## config.mk

```make
export PLATFORM = sky130hd
export DESIGN_NAME = lin_transceiver_mode_control
export DESIGN_NICKNAME = d
export VERILOG_FILES = /design/src/hw/lin_sync.v /design/src/hw/lin_transceiver_mode_control.v
export VERILOG_INCLUDE_DIRS = /design/src /design/src/hw
export SDC_FILE = /design/constraint.sdc
export NUM_CORES = 1
export LEC_CHECK = 0
export BUFFER_PORTS_ARGS = -buffer_cell sky130_fd_sc_hd__clkbuf_2
export CORE_UTILIZATION = 65
export CTS_CLUSTER_SIZE = 24
export DETAILED_ROUTE_END_ITERATION = 12
export PLACE_DENSITY = 0.83
export SLEW_MARGIN = 0
export SYNTH_ARGS = -nofsm -noshare
export SYNTH_HDL_FRONTEND = slang
export SYNTH_HIERARCHICAL = 1
export SYNTH_SLANG_ARGS = --single-unit
```

## constraint.sdc

```tcl
create_clock -name clock -period 4.8 [get_ports clock]
set_clock_uncertainty 0.15 [all_clocks]
set_input_delay 0.24 -clock clock [delete_from_list [all_inputs] [get_ports clock]]
set_output_delay 0.24 -clock clock [all_outputs]
set_load 0.02 [all_outputs]
```

## src/hw/lin_defines.vh

```
// Purpose: Shared constants for the four-channel LIN mode control block
// Assumes: 100 MHz clock; times are given in microseconds
// Notes: Mode and chip-mode codes are shared with the software view
`ifndef LIN_DEFINES_VH
`define LIN_DEFINES_VH

`define CLK_MHZ          100
`define CNT_W            24

`define MODE_OFF         2'h0
`define MODE_WAKE        2'h1
`define MODE_RXONLY      2'h2
`define MODE_NORMAL      2'h3

`define SBC_NORMAL       3'h0
`define SBC_STOP         3'h1
`define SBC_SLEEP        3'h2
`define SBC_RESTART      3'h3
`define SBC_FAILSAFE     3'h4

`define WAKE_FILT_MIN_US 30
`define WAKE_FILT_MAX_US 150
`define WAKE_FILT_CYC    (`WAKE_FILT_MIN_US * `CLK_MHZ)
`define EN_TIME_US       10
`define EN_CYC           (`EN_TIME_US * `CLK_MHZ)
`define DOM_TO_US        20000
`define DOM_TO_CYC_DEF   24'h1e8480

`endif

```

## src/hw/lin_sync.v

```verilog
// Purpose: Two-flop synchroniser for asynchronous pin inputs
// Assumes: Inputs change slowly relative to the clock
// Notes: First stage feeds only the second stage
`timescale 1ns/1ns
module lin_sync #(
	parameter W    = 1,
	parameter [W-1:0] INIT = {W{1'b0}}
) (
	input  wire         clock,    // System clock
	input  wire         reset_n,  // Synchronous reset, active low
	input  wire         clock_en, // Freezes state when low
	input  wire [W-1:0] async_in, // Pin levels
	output reg  [W-1:0] sync_out  // Synchronised levels
);
	reg [W-1:0] meta_reg;

	always @(posedge clock) begin
		if (!reset_n) begin
			meta_reg <= INIT;
			sync_out <= INIT;
		end else if (clock_en) begin
			meta_reg <= async_in;
			sync_out <= meta_reg;
		end
	end
endmodule

```

## src/hw/lin_transceiver_mode_control.v

```verilog
// Purpose: Mode control, wake detection and fault logic for four LIN channels
// Assumes: Chip mode and SPI strobes come from logic on the same clock
// Notes: Bus and pin levels are high for recessive, low for dominant
`timescale 1ns/1ns
`include "lin_defines.vh"
module lin_transceiver_mode_control #(
	parameter [`CNT_W-1:0] DOM_TO_CYC = `DOM_TO_CYC_DEF
) (
	input  wire       clock,                // 100 MHz system clock
	input  wire       reset_n,              // Synchronous reset, active low
	input  wire       clock_en,             // Freezes all state when low
	input  wire [2:0] sbc_mode,             // Current chip mode
	input  wire       sbc_mode_cmd,         // Pulse: chip commanded into sbc_mode
	input  wire [3:0] mode_wr,              // Pulse per channel: write mode
	input  wire [1:0] mode_wdata,           // Mode code to write
	input  wire [3:0] fail_clr,             // Pulse per channel: clear fail flag
	input  wire [3:0] wake_status_clr,      // Pulse per channel: clear wake status
	input  wire       tx_timeout_disable,   // Disables transmit time-out
	input  wire       slope_wr,             // Pulse: write low-slope bit
	input  wire       slope_wdata,          // Low-slope value to write
	input  wire       spi_chip_select_n,    // SPI chip select pin
	input  wire       watchdog_on_bus_wake, // Enable watchdog on Stop bus wake
	input  wire       watchdog_enabled,     // Watchdog currently enabled
	input  wire [3:0] transmit_in,          // Transmit pins from controller
	input  wire [3:0] bus_level,            // Receiver comparator levels
	input  wire       vlin_uv,              // Bus supply undervoltage
	output wire [1:0] channel1_mode_field,  // Channel 1 mode
	output wire [1:0] channel2_mode_field,  // Channel 2 mode
	output wire [1:0] channel3_mode_field,  // Channel 3 mode
	output wire [1:0] channel4_mode_field,  // Channel 4 mode
	output wire       channel1_fail_flag,   // Channel 1 fail
	output wire       channel2_fail_flag,   // Channel 2 fail
	output wire       channel3_fail_flag,   // Channel 3 fail
	output wire       channel4_fail_flag,   // Channel 4 fail
	output wire [3:0] wake_status_reg2,     // Sticky bus wake per channel
	output wire [3:0] receive_out,          // Receive pins to controller
	output wire [3:0] bus_dominant,         // Driver pulls bus dominant
	output wire [3:0] driver_enable,        // Output stage enabled
	output reg        bus_wake_int_n,       // Interrupt pulse, active low
	output reg        restart_request,      // Pulse: chip to Restart
	output reg        watchdog_enable_set,  // Pulse: enable watchdog
	output reg        low_slope_select      // Low slope for all channels
);
	localparam CW = `CNT_W;
	localparam [31:0] WAKE_CYC32 = `WAKE_FILT_CYC;
	localparam [31:0] EN_CYC32   = `EN_CYC;
	localparam [CW-1:0] WAKE_CYC = WAKE_CYC32[CW-1:0];
	localparam [CW-1:0] EN_CYC   = EN_CYC32[CW-1:0];
	localparam [CW-1:0] CNT_MAX  = {CW{1'b1}};

	function mode_allowed;
		input [1:0] m;
		input [2:0] s;
		begin
			case (m)
				`MODE_OFF:    mode_allowed = 1'b1;
				`MODE_NORMAL: mode_allowed = (s == `SBC_NORMAL);
				`MODE_RXONLY: mode_allowed = (s == `SBC_NORMAL) || (s == `SBC_STOP);
				`MODE_WAKE:   mode_allowed = (s != `SBC_FAILSAFE);
				default:      mode_allowed = 1'b0;
			endcase
		end
	endfunction

	function rearm_mode;
		input [2:0] s;
		begin
			rearm_mode = (s == `SBC_STOP) || (s == `SBC_SLEEP) ||
			             (s == `SBC_FAILSAFE);
		end
	endfunction

	wire [3:0] tx_s;
	wire [3:0] bus_s;
	wire       uv_s;
	wire       csn_s;
	wire       uv_n_s;

	lin_sync #(
		.W    (10),
		.INIT (10'h3ff)
	) u_sync (
		.clock    (clock),
		.reset_n  (reset_n),
		.clock_en (clock_en),
		.async_in ({spi_chip_select_n, ~vlin_uv, bus_level, transmit_in}),
		.sync_out ({csn_s, uv_n_s, bus_s, tx_s})
	);
	assign uv_s = ~uv_n_s;

	wire       fs_entry = sbc_mode_cmd && (sbc_mode == `SBC_FAILSAFE);
	wire       rearm    = sbc_mode_cmd && rearm_mode(sbc_mode);
	wire [3:0] wake_evt;
	wire [7:0] mode_vec;
	wire [3:0] fail_vec;

	genvar i;
	generate
		for (i = 0; i < 4; i = i + 1) begin : g_ch
			reg  [1:0]    mode_reg;
			reg           armed_reg;
			reg           woken_reg;
			reg           fell_reg;
			reg           bus_prev_reg;
			reg  [CW-1:0] bus_cnt_reg;
			reg  [CW-1:0] en_cnt_reg;
			reg           tx_arm_reg;
			reg  [CW-1:0] tx_cnt_reg;
			reg           to_reg;
			reg           fail_reg;
			reg           wstat_reg;
			reg           rx_reg;
			reg           drv_reg;
			reg           drv_en_reg;
			reg  [1:0]    mode_next;
			reg           woken_next;
			reg           rx_next;
			wire          wr_ok;
			wire          bus_fall;
			wire          bus_rise;
			wire          is_normal;
			wire          en_done;
			wire          tx_to_evt;
			wire          clamp_evt;
			wire          drv_ok;

			assign wr_ok     = mode_wr[i] && mode_allowed(mode_wdata, sbc_mode);
			assign bus_fall  = bus_prev_reg && !bus_s[i];
			assign bus_rise  = !bus_prev_reg && bus_s[i];
			assign is_normal = (mode_reg == `MODE_NORMAL);
			assign en_done   = (en_cnt_reg >= EN_CYC);

			// Only a rising bus edge after a filtered dominant counts as wake
			assign wake_evt[i] = (mode_reg == `MODE_WAKE) && armed_reg && fell_reg &&
			                     bus_rise && (bus_cnt_reg >= WAKE_CYC);
			assign tx_to_evt = is_normal && !tx_timeout_disable && !tx_s[i] &&
			                   (tx_cnt_reg == DOM_TO_CYC);
			assign clamp_evt = (is_normal || (mode_reg == `MODE_RXONLY)) &&
			                   !bus_s[i] && (bus_cnt_reg == DOM_TO_CYC);
			// Next mode keeps the driver from lagging a mode change by a cycle
			assign drv_ok = (mode_next == `MODE_NORMAL) && tx_arm_reg && !to_reg &&
			                !uv_s;

			always @* begin
				mode_next = mode_reg;
				if (fs_entry)
					mode_next = `MODE_WAKE;
				else if (wr_ok)
					mode_next = mode_wdata;
				woken_next = woken_reg;
				if (rearm || (mode_next != `MODE_WAKE))
					woken_next = 1'b0;
				else if (wake_evt[i])
					woken_next = 1'b1;
				case (mode_next)
					`MODE_NORMAL: rx_next = bus_s[i];
					`MODE_RXONLY: rx_next = bus_s[i];
					`MODE_WAKE:   rx_next = ~woken_next;
					default:      rx_next = 1'b1;
				endcase
			end

			always @(posedge clock) begin
				if (!reset_n) begin
					mode_reg     <= `MODE_OFF;
					armed_reg    <= 1'b0;
					woken_reg    <= 1'b0;
					fell_reg     <= 1'b0;
					bus_prev_reg <= 1'b1;
					bus_cnt_reg  <= {CW{1'b0}};
					en_cnt_reg   <= {CW{1'b0}};
					tx_arm_reg   <= 1'b0;
					tx_cnt_reg   <= {CW{1'b0}};
					to_reg       <= 1'b0;
					fail_reg     <= 1'b0;
					wstat_reg    <= 1'b0;
					rx_reg       <= 1'b1;
					drv_reg      <= 1'b0;
					drv_en_reg   <= 1'b0;
				end else if (clock_en) begin
					mode_reg     <= mode_next;
					woken_reg    <= woken_next;
					bus_prev_reg <= bus_s[i];
					rx_reg       <= rx_next;
					if (rearm)
						armed_reg <= 1'b1;
					else if ((mode_next == `MODE_WAKE) && (mode_reg != `MODE_WAKE))
						armed_reg <= 1'b1;
					else if (wake_evt[i])
						armed_reg <= 1'b0;

					if (mode_reg != `MODE_WAKE || !armed_reg || bus_s[i])
						fell_reg <= 1'b0;
					else if (bus_fall)
						fell_reg <= 1'b1;

					if (bus_s[i])
						bus_cnt_reg <= {CW{1'b0}};
					else if (bus_cnt_reg != CNT_MAX)
						bus_cnt_reg <= bus_cnt_reg + 1'b1;

					if (mode_next != `MODE_NORMAL)
						en_cnt_reg <= {CW{1'b0}};
					else if (!en_done)
						en_cnt_reg <= en_cnt_reg + 1'b1;

					// An early low is discarded until transmit returns high
					if (mode_next != `MODE_NORMAL)
						tx_arm_reg <= 1'b0;
					else if (en_done && tx_s[i])
						tx_arm_reg <= 1'b1;

					if (tx_s[i] || !is_normal || tx_timeout_disable)
						tx_cnt_reg <= {CW{1'b0}};
					else if (tx_cnt_reg != CNT_MAX)
						tx_cnt_reg <= tx_cnt_reg + 1'b1;

					if (tx_s[i] || tx_timeout_disable)
						to_reg <= 1'b0;
					else if (tx_to_evt)
						to_reg <= 1'b1;

					if (tx_to_evt || clamp_evt)
						fail_reg <= 1'b1;
					else if (fail_clr[i])
						fail_reg <= 1'b0;

					if (wake_evt[i])
						wstat_reg <= 1'b1;
					else if (wake_status_clr[i])
						wstat_reg <= 1'b0;

					drv_reg    <= drv_ok && !tx_s[i];
					drv_en_reg <= drv_ok;
				end
			end

			assign mode_vec[2*i+1:2*i] = mode_reg;
			assign fail_vec[i]         = fail_reg;
			assign wake_status_reg2[i] = wstat_reg;
			assign receive_out[i]      = rx_reg;
			assign bus_dominant[i]     = drv_reg;
			assign driver_enable[i]    = drv_en_reg;
		end
	endgenerate

	assign channel1_mode_field = mode_vec[1:0];
	assign channel2_mode_field = mode_vec[3:2];
	assign channel3_mode_field = mode_vec[5:4];
	assign channel4_mode_field = mode_vec[7:6];
	assign channel1_fail_flag  = fail_vec[0];
	assign channel2_fail_flag  = fail_vec[1];
	assign channel3_fail_flag  = fail_vec[2];
	assign channel4_fail_flag  = fail_vec[3];

	wire any_wake  = |wake_evt;
	wire in_awake  = (sbc_mode == `SBC_NORMAL) || (sbc_mode == `SBC_STOP);
	wire in_asleep = (sbc_mode == `SBC_SLEEP) || (sbc_mode == `SBC_RESTART) ||
	                 (sbc_mode == `SBC_FAILSAFE);

	reg slope_pend_reg;
	reg csn_prev_reg;

	always @(posedge clock) begin
		if (!reset_n) begin
			bus_wake_int_n      <= 1'b1;
			restart_request     <= 1'b0;
			watchdog_enable_set <= 1'b0;
			low_slope_select    <= 1'b0;
			slope_pend_reg      <= 1'b0;
			csn_prev_reg        <= 1'b1;
		end else if (clock_en) begin
			// Chip mode itself is left to the supply state machine
			bus_wake_int_n      <= ~(any_wake && in_awake);
			restart_request     <= any_wake && in_asleep;
			watchdog_enable_set <= any_wake && (sbc_mode == `SBC_STOP) &&
			                       watchdog_on_bus_wake && !watchdog_enabled;
			csn_prev_reg        <= csn_s;
			if (slope_wr && (sbc_mode == `SBC_NORMAL))
				slope_pend_reg <= slope_wdata;
			// Applying on chip-select release avoids a slew change mid-frame
			if (csn_s && !csn_prev_reg)
				low_slope_select <= slope_pend_reg;
		end
	end
endmodule

```

==> reports/results.ini, run 1 <==
[power_and_ir_drop]
p_leak_uw = 0.00671
peakVddDrop_uv = 371
cellPowerDensity_nw_per_um2 = 344

[setup_path]
cp_slowest_stage_delay_ns = 0.61
crit_fanout = 11
start_kind = input port
crit_type = in2reg
required_ns = 5.11
worstPathArrival_ns = 3.34
cp_common_cell = nand2_1
critPathSlowestCell = o211ai_1
worstPathCellList = dlygate4sd3_1 > clkbuf_2 > inv_1 > o2111a_1 > o211ai_1 > nand2_1 > or4_1 > nand2_1
end_kind = flop

[clocking]
cts.clk_slew.worst_paths_ns = 0.06
cts_buffers = 39
cts.path.max_buffers = 3
clk_latency_ns = 0.53
cts.root.buffer_cell = clkbuf_16
cts.sinks = 366
cts_max_level = 2
cts_tree = yes
cts_resized = 0

[drt]
postRouteAntennaNets = 0
wl_met1_um = 18300
viasPerCell = 6.14
wl_met3_um = 2470
highest_layer = met4
drc = 0
routedWlPerCell_um = 17.1
num_vias = 14900
wirelength_um = 41700
route.met2.wl_um = 19800
drt_iter0_drc = 1264
dr.pass1.iters = 5

[outcome]
status = completed

[hold_path]
min_path_type = in2reg

[synthesis]
ys.flop_type = dfxtp_1
netlist_area_um2 = 17200
syn_area_per_cell_um2 = 8.50
synth_edf_count = 0
yosys-top-cells-area = dfxtp_1 (43%), nor2_1 (5.8%), xor2_1 (4.1%)
synth-async-reset-ratio_pct = 0
yosysMostFrequentCell = dfxtp_1
mappedNetlistNets = 2079
ys_warn_count = 6
synth.top_cell.area_share_pct = 42.7
synth_cell_types = 81
yosysSeqAreaShare_pct = 42.7
postSynthCellCount = 2019
synthTopCellsByCount = dfxtp_1 (366), nor2_1 (266), nand2_1 (180), nand3_1 (97), a21oi_1 (87)
synth-seq-cells = 366
synth.largest_area_cell = dfxtp_1

[die]
num_rows = 59
io_pins = 68
initial_core_util_pct = 66.1
die_w_um = 165
coreArea_um2 = 26000
die_area_um2 = 27100
die_h_um = 165

[cells_and_area]
fillCellCount = 1921
seqCellArea_um2 = 7330
fin_nets = 2129
syn2layout_area_growth_pct = 11.9
final_layout_size_suffix_gt1_share_pct = 8.34
postLayoutCellArea_um2 = 19200
multiInputGateArea_um2 = 9190

[timing]
finalHoldWorstSlack_ns = 0.0977
worst_pin_slew_ns = 1.05
final-hold-violation-count = 0
finalCritPeriodShare_pct = 63.2
setup_viol = 0
rsz0062_at_grt = false
drv_slew = 0
tns_ns = 0
fmax_mhz = 330
min_period_ns = 3.03
slew_headroom_pct = 29.4

[grt]
grt_remaining_overflow = 0
grt_pass1_wl_um = 67900
track_usage_pct = 30.6
grt_max_degree = 67
grt_antenna_before_repair = 2
grt_pass1_vias = 13800

[flow_run]
drv_cap = 0

[placed_design]
dpl-instance-area_um2 = 17600
port_buffers = 67
place_congestion = 0.912
post-dp-hpwl_um = 28000

[cells by family after synthesis]
logic type / synth area share [%]
simple gates: 30.3
flops: 42.7
compound gates: 11.3
xor+xnor: 8.11
buf+inv: 3.82
mux: 1.98
fa+ha+maj: 1.75
[path summary, 6_finish.rpt]
kind,start,end,slack [ns],cells after the start
max reg2reg,g_ch[2].tx_cnt_reg[11],g_ch[2].tx_cnt_reg[21],2.08,6
min reg2reg,g_ch[1].wstat_reg,g_ch[1].wstat_reg,0.31,2
min,mode_wr[3],channel4_mode_field[1],0.1,4
max,mode_wdata[1],g_ch[2].en_cnt_reg[4],1.77,8
[worst max-delay path, delay by kind of cell]
kind / cells / cell delay, ns
simple gates: 3 / 1.12
buf+inv: 3 / 0.96
compound gates: 2 / 1.02
[report_power, final]
group | switching [uW] | internal (uW)
Sequential | 27.2 | 3060
Clock | 1210 | 2020
Combinational | 195 | 89.5
Total | 1430 | 5170
[layout by cell type, fill, tap and decap left out, drive strengths merged, types with 54 or more instances in the layout]
master / instances
dfxtp: 366
nor2: 266
nand2: 180
clkbuf: 124
nand3: 97
a21oi: 88
nand4: 81
xor2: 80
xnor2: 79
nor3: 74
o21ai: 56
inv: 54
[through the flow]
| stage | setup slack [ns] | power, uW | utilization (%) | cells |
|---|---|---|---|---|
| 3_5_place_dp | 1.71 | 3410 | 67.6 | 2339 |
| 3_3_place_gp | 1.79 | 3400 | 67.6 | 2339 |
| 5_1_grt | 1.58 | 6780 | 73.9 | 2434 |
| 2_1_floorplan | 2.54 | 3330 | - | 2019 |
| 6_report | 1.77 | 6600 | 73.9 | 2436 |
| 4_1_cts | 1.81 | 6620 | 73.9 | 2433 |
[what timing repair did]
action / in CTS / in global routing
buffers inserted: 0 / 0
hold buffers: 24 / 0
endpoints found under the hold margin: 22 / 0
endpoints found under the setup margin: 0 / 0
[cell type report]
class | count | share of cell area (%)
tap | 335 | 2.18
timing repair buffer | 103 | 3.54
clock inverter | 12 | 1.09
clock buffer | 58 | 6.14
inverter | 54 | 1.05
antenna | 3 | 0.0391
sequential | 366 | 38.1
multi-input combinational | 1505 | 47.8
[per-layer routing]
| layer | track usage (%) | up-vias |
|---|---|---|
| li1 | - | 7326 |
| met1 | 40.3 | 7131 |
| met2 | 51.3 | 408 |
| met3 | 4.45 | 81 |
| met4 | 9.97 | 0 |
| met5 | 0 | - |
No activity file was read; power rests on OpenSTA's default activity.
==> run 2: changes to the inputs <==
Settings changed: CORE_UTILIZATION 65 to 56, PLACE_DENSITY 0.83 to 0.76.
Clock period 4.8 ns to 2.71 ns, I/O delays scaled along.
==> reports/results.ini, run 2 (same netlist as run 1, synthesis figures left out) <==
[outcome]
status = completed

[setup_path]
crit_end = g_ch[2].en_cnt_reg[7]
worstPathCellList = dlygate4sd3_1 > clkbuf_2 > nor3b_1 > nand4b_1 > o21a_1 > o21ai_1 > buf_4 > nor4_1 > o21a_1
start_kind = input port
r2r_start = g_ch[2].en_cnt_reg[23]
r2r_cells = 6
critPathSlowestCell = dlygate4sd3_1
cp_common_cell = o21a_1
reg2reg_to = g_ch[2].en_cnt_reg[5]
cp_slowest_stage_delay_ns = 0.59
crit_fanout = 10
startpoint = sbc_mode[2]
required_ns = 2.97
end_kind = flop
crit_type = in2reg
worstPathArrival_ns = 2.78
r2r_setup_slack_ns = 0.22

[power_and_ir_drop]
p_sw_share_pct = 22.3
power.internal_uw = 9000
switchingPower_uw = 2590
power_frac_clock_pct = 47.9
p_leak_uw = 0.00695
cellPowerDensity_nw_per_um2 = 586
peakVddDrop_uv = 460
seq_power_share_pct = 47.1
pwr-share-comb_pct = 5.0

[cells_and_area]
syn2layout_area_growth_pct = 15.2
final_common_cell = dfxtp_1
final_layout_size_suffix_gt1_share_pct = 10.2
final_cell_mix = dfxtp_1 (366), nor2_1 (266), nand2_1 (180)
fin_nets = 2188
fillCellCount = 2440

[grt]
grt_max_degree = 57
track_usage_pct = 26.9
grt_pass1_vias = 14300
grt_pass1_wl_um = 69700
grt_antenna_before_repair = 7
grt_remaining_overflow = 0

[drt]
postRouteAntennaNets = 0
routedWlPerCell_um = 16.7
num_vias = 15100
wirelength_um = 42600
drc = 0
viasPerCell = 5.91
drt_iter0_drc = 1131
dr.pass1.iters = 6

[placed_design]
dp_slack_ns = 0.245
place_congestion = 0.942
port_buffers = 67
post-dp-hpwl_um = 29100

[clocking]
cts.sinks = 366
cts_max_level = 2
cts_buffers = 40
cts.path.max_buffers = 3
cts.root.buffer_cell = clkbuf_16
cts.clk_slew.worst_paths_ns = 0.06
clk_latency_ns = 0.53
cts_tree = yes

[timing]
rsz0062_at_grt = false
fmax_mhz = 397
setup_viol = 0
worst_pin_slew_ns = 0.978
tns_ns = 0
slew_headroom_pct = 34.8
final-hold-violation-count = 0
min_period_ns = 2.52
finalCritPeriodShare_pct = 92.9
layout_setup_ws_ns = 0.191
drv_slew = 0

[die]
die_h_um = 177
num_rows = 63
die_w_um = 177
io_pins = 68
coreArea_um2 = 29900
die_area_um2 = 31400
initial_core_util_pct = 57.5

[hold_path]
min_path_type = in2reg
hold_start = sbc_mode[1]

[flow_run]
drv_cap = 0

[run 2: what timing repair did]
action                                 4_1_cts  5_1_grt
setup buffers                                0        0
endpoints found under the hold margin       43        0
hold buffers                                43        0
resized for setup                            0        3
setup endpoints to repair                    0       13
[run 2: worst min path at each step]
stage                        endpoint  slack [ns]  depth (start not counted)
5_1_grt        channel1_mode_field[0]        0.06                          5
2_1_floorplan      u_sync/meta_reg[0]        0.11                          2
6_report          watchdog_enable_set        0.04                          4
4_1_cts        channel1_mode_field[0]        0.01                          5
3_3_place_gp       u_sync/meta_reg[1]        0.20                          3
3_5_place_dp       u_sync/meta_reg[2]        0.20                          3
[run 2: stage by stage]
stage / cells / hold slack, ns / util, % / cell area, um2 / total power (uW)
after global routing: 2554 / 0.0559 / 66.2 / 19800 / 11900
final: 2556 / 0.0362 / 66.2 / 19800 / 11600
after floorplan: 2019 / 0.114 / - / 17200 / 5900
after global placement: 2433 / 0.202 / 60.1 / 18000 / 6070
after CTS: 2549 / 0.0101 / 66.1 / 19700 / 11700
after detailed placement: 2433 / 0.204 / 60.1 / 18000 / 6090
[run 2: power by group through the flow]
stage | Sequential (uW) | Combinational (uW) | Clock (uW)
floorplan | 5570 | 329 | 0
global placement | 5570 | 501 | 0
detailed placement | 5570 | 512 | 0
CTS | 5460 | 566 | 5650
global route | 5460 | 623 | 5850
finish | 5460 | 578 | 5550
[run 2: critical path: cells and delay by family]
kind | cells | cell delay (ns)
AO/OA/AOI/OAI | 3 | 0.85
buffers and inverters | 3 | 1.05
AND/OR/NAND/NOR | 3 | 0.75
[run 2: layer usage]
layer,track usage [%],vias up,share of wire [%]
met2,44.2,383,47
met1,35.1,7205,45
li1,-,7431,-
met5,0,-,0.031
met4,10.5,2,3.2
met3,4.49,91,5.0
[run 2: cell type report]
class	instances	area, um2	area share (%)
multi-input combinational	1505	9200	46.5
sequential	366	7330	37.0
clock buffer	59	1200	6.09
timing repair buffer	161	1180	5.95
tap	390	488	2.47
inverter	54	203	1.02
clock inverter	14	159	0.803
antenna	7	17.5	0.0886
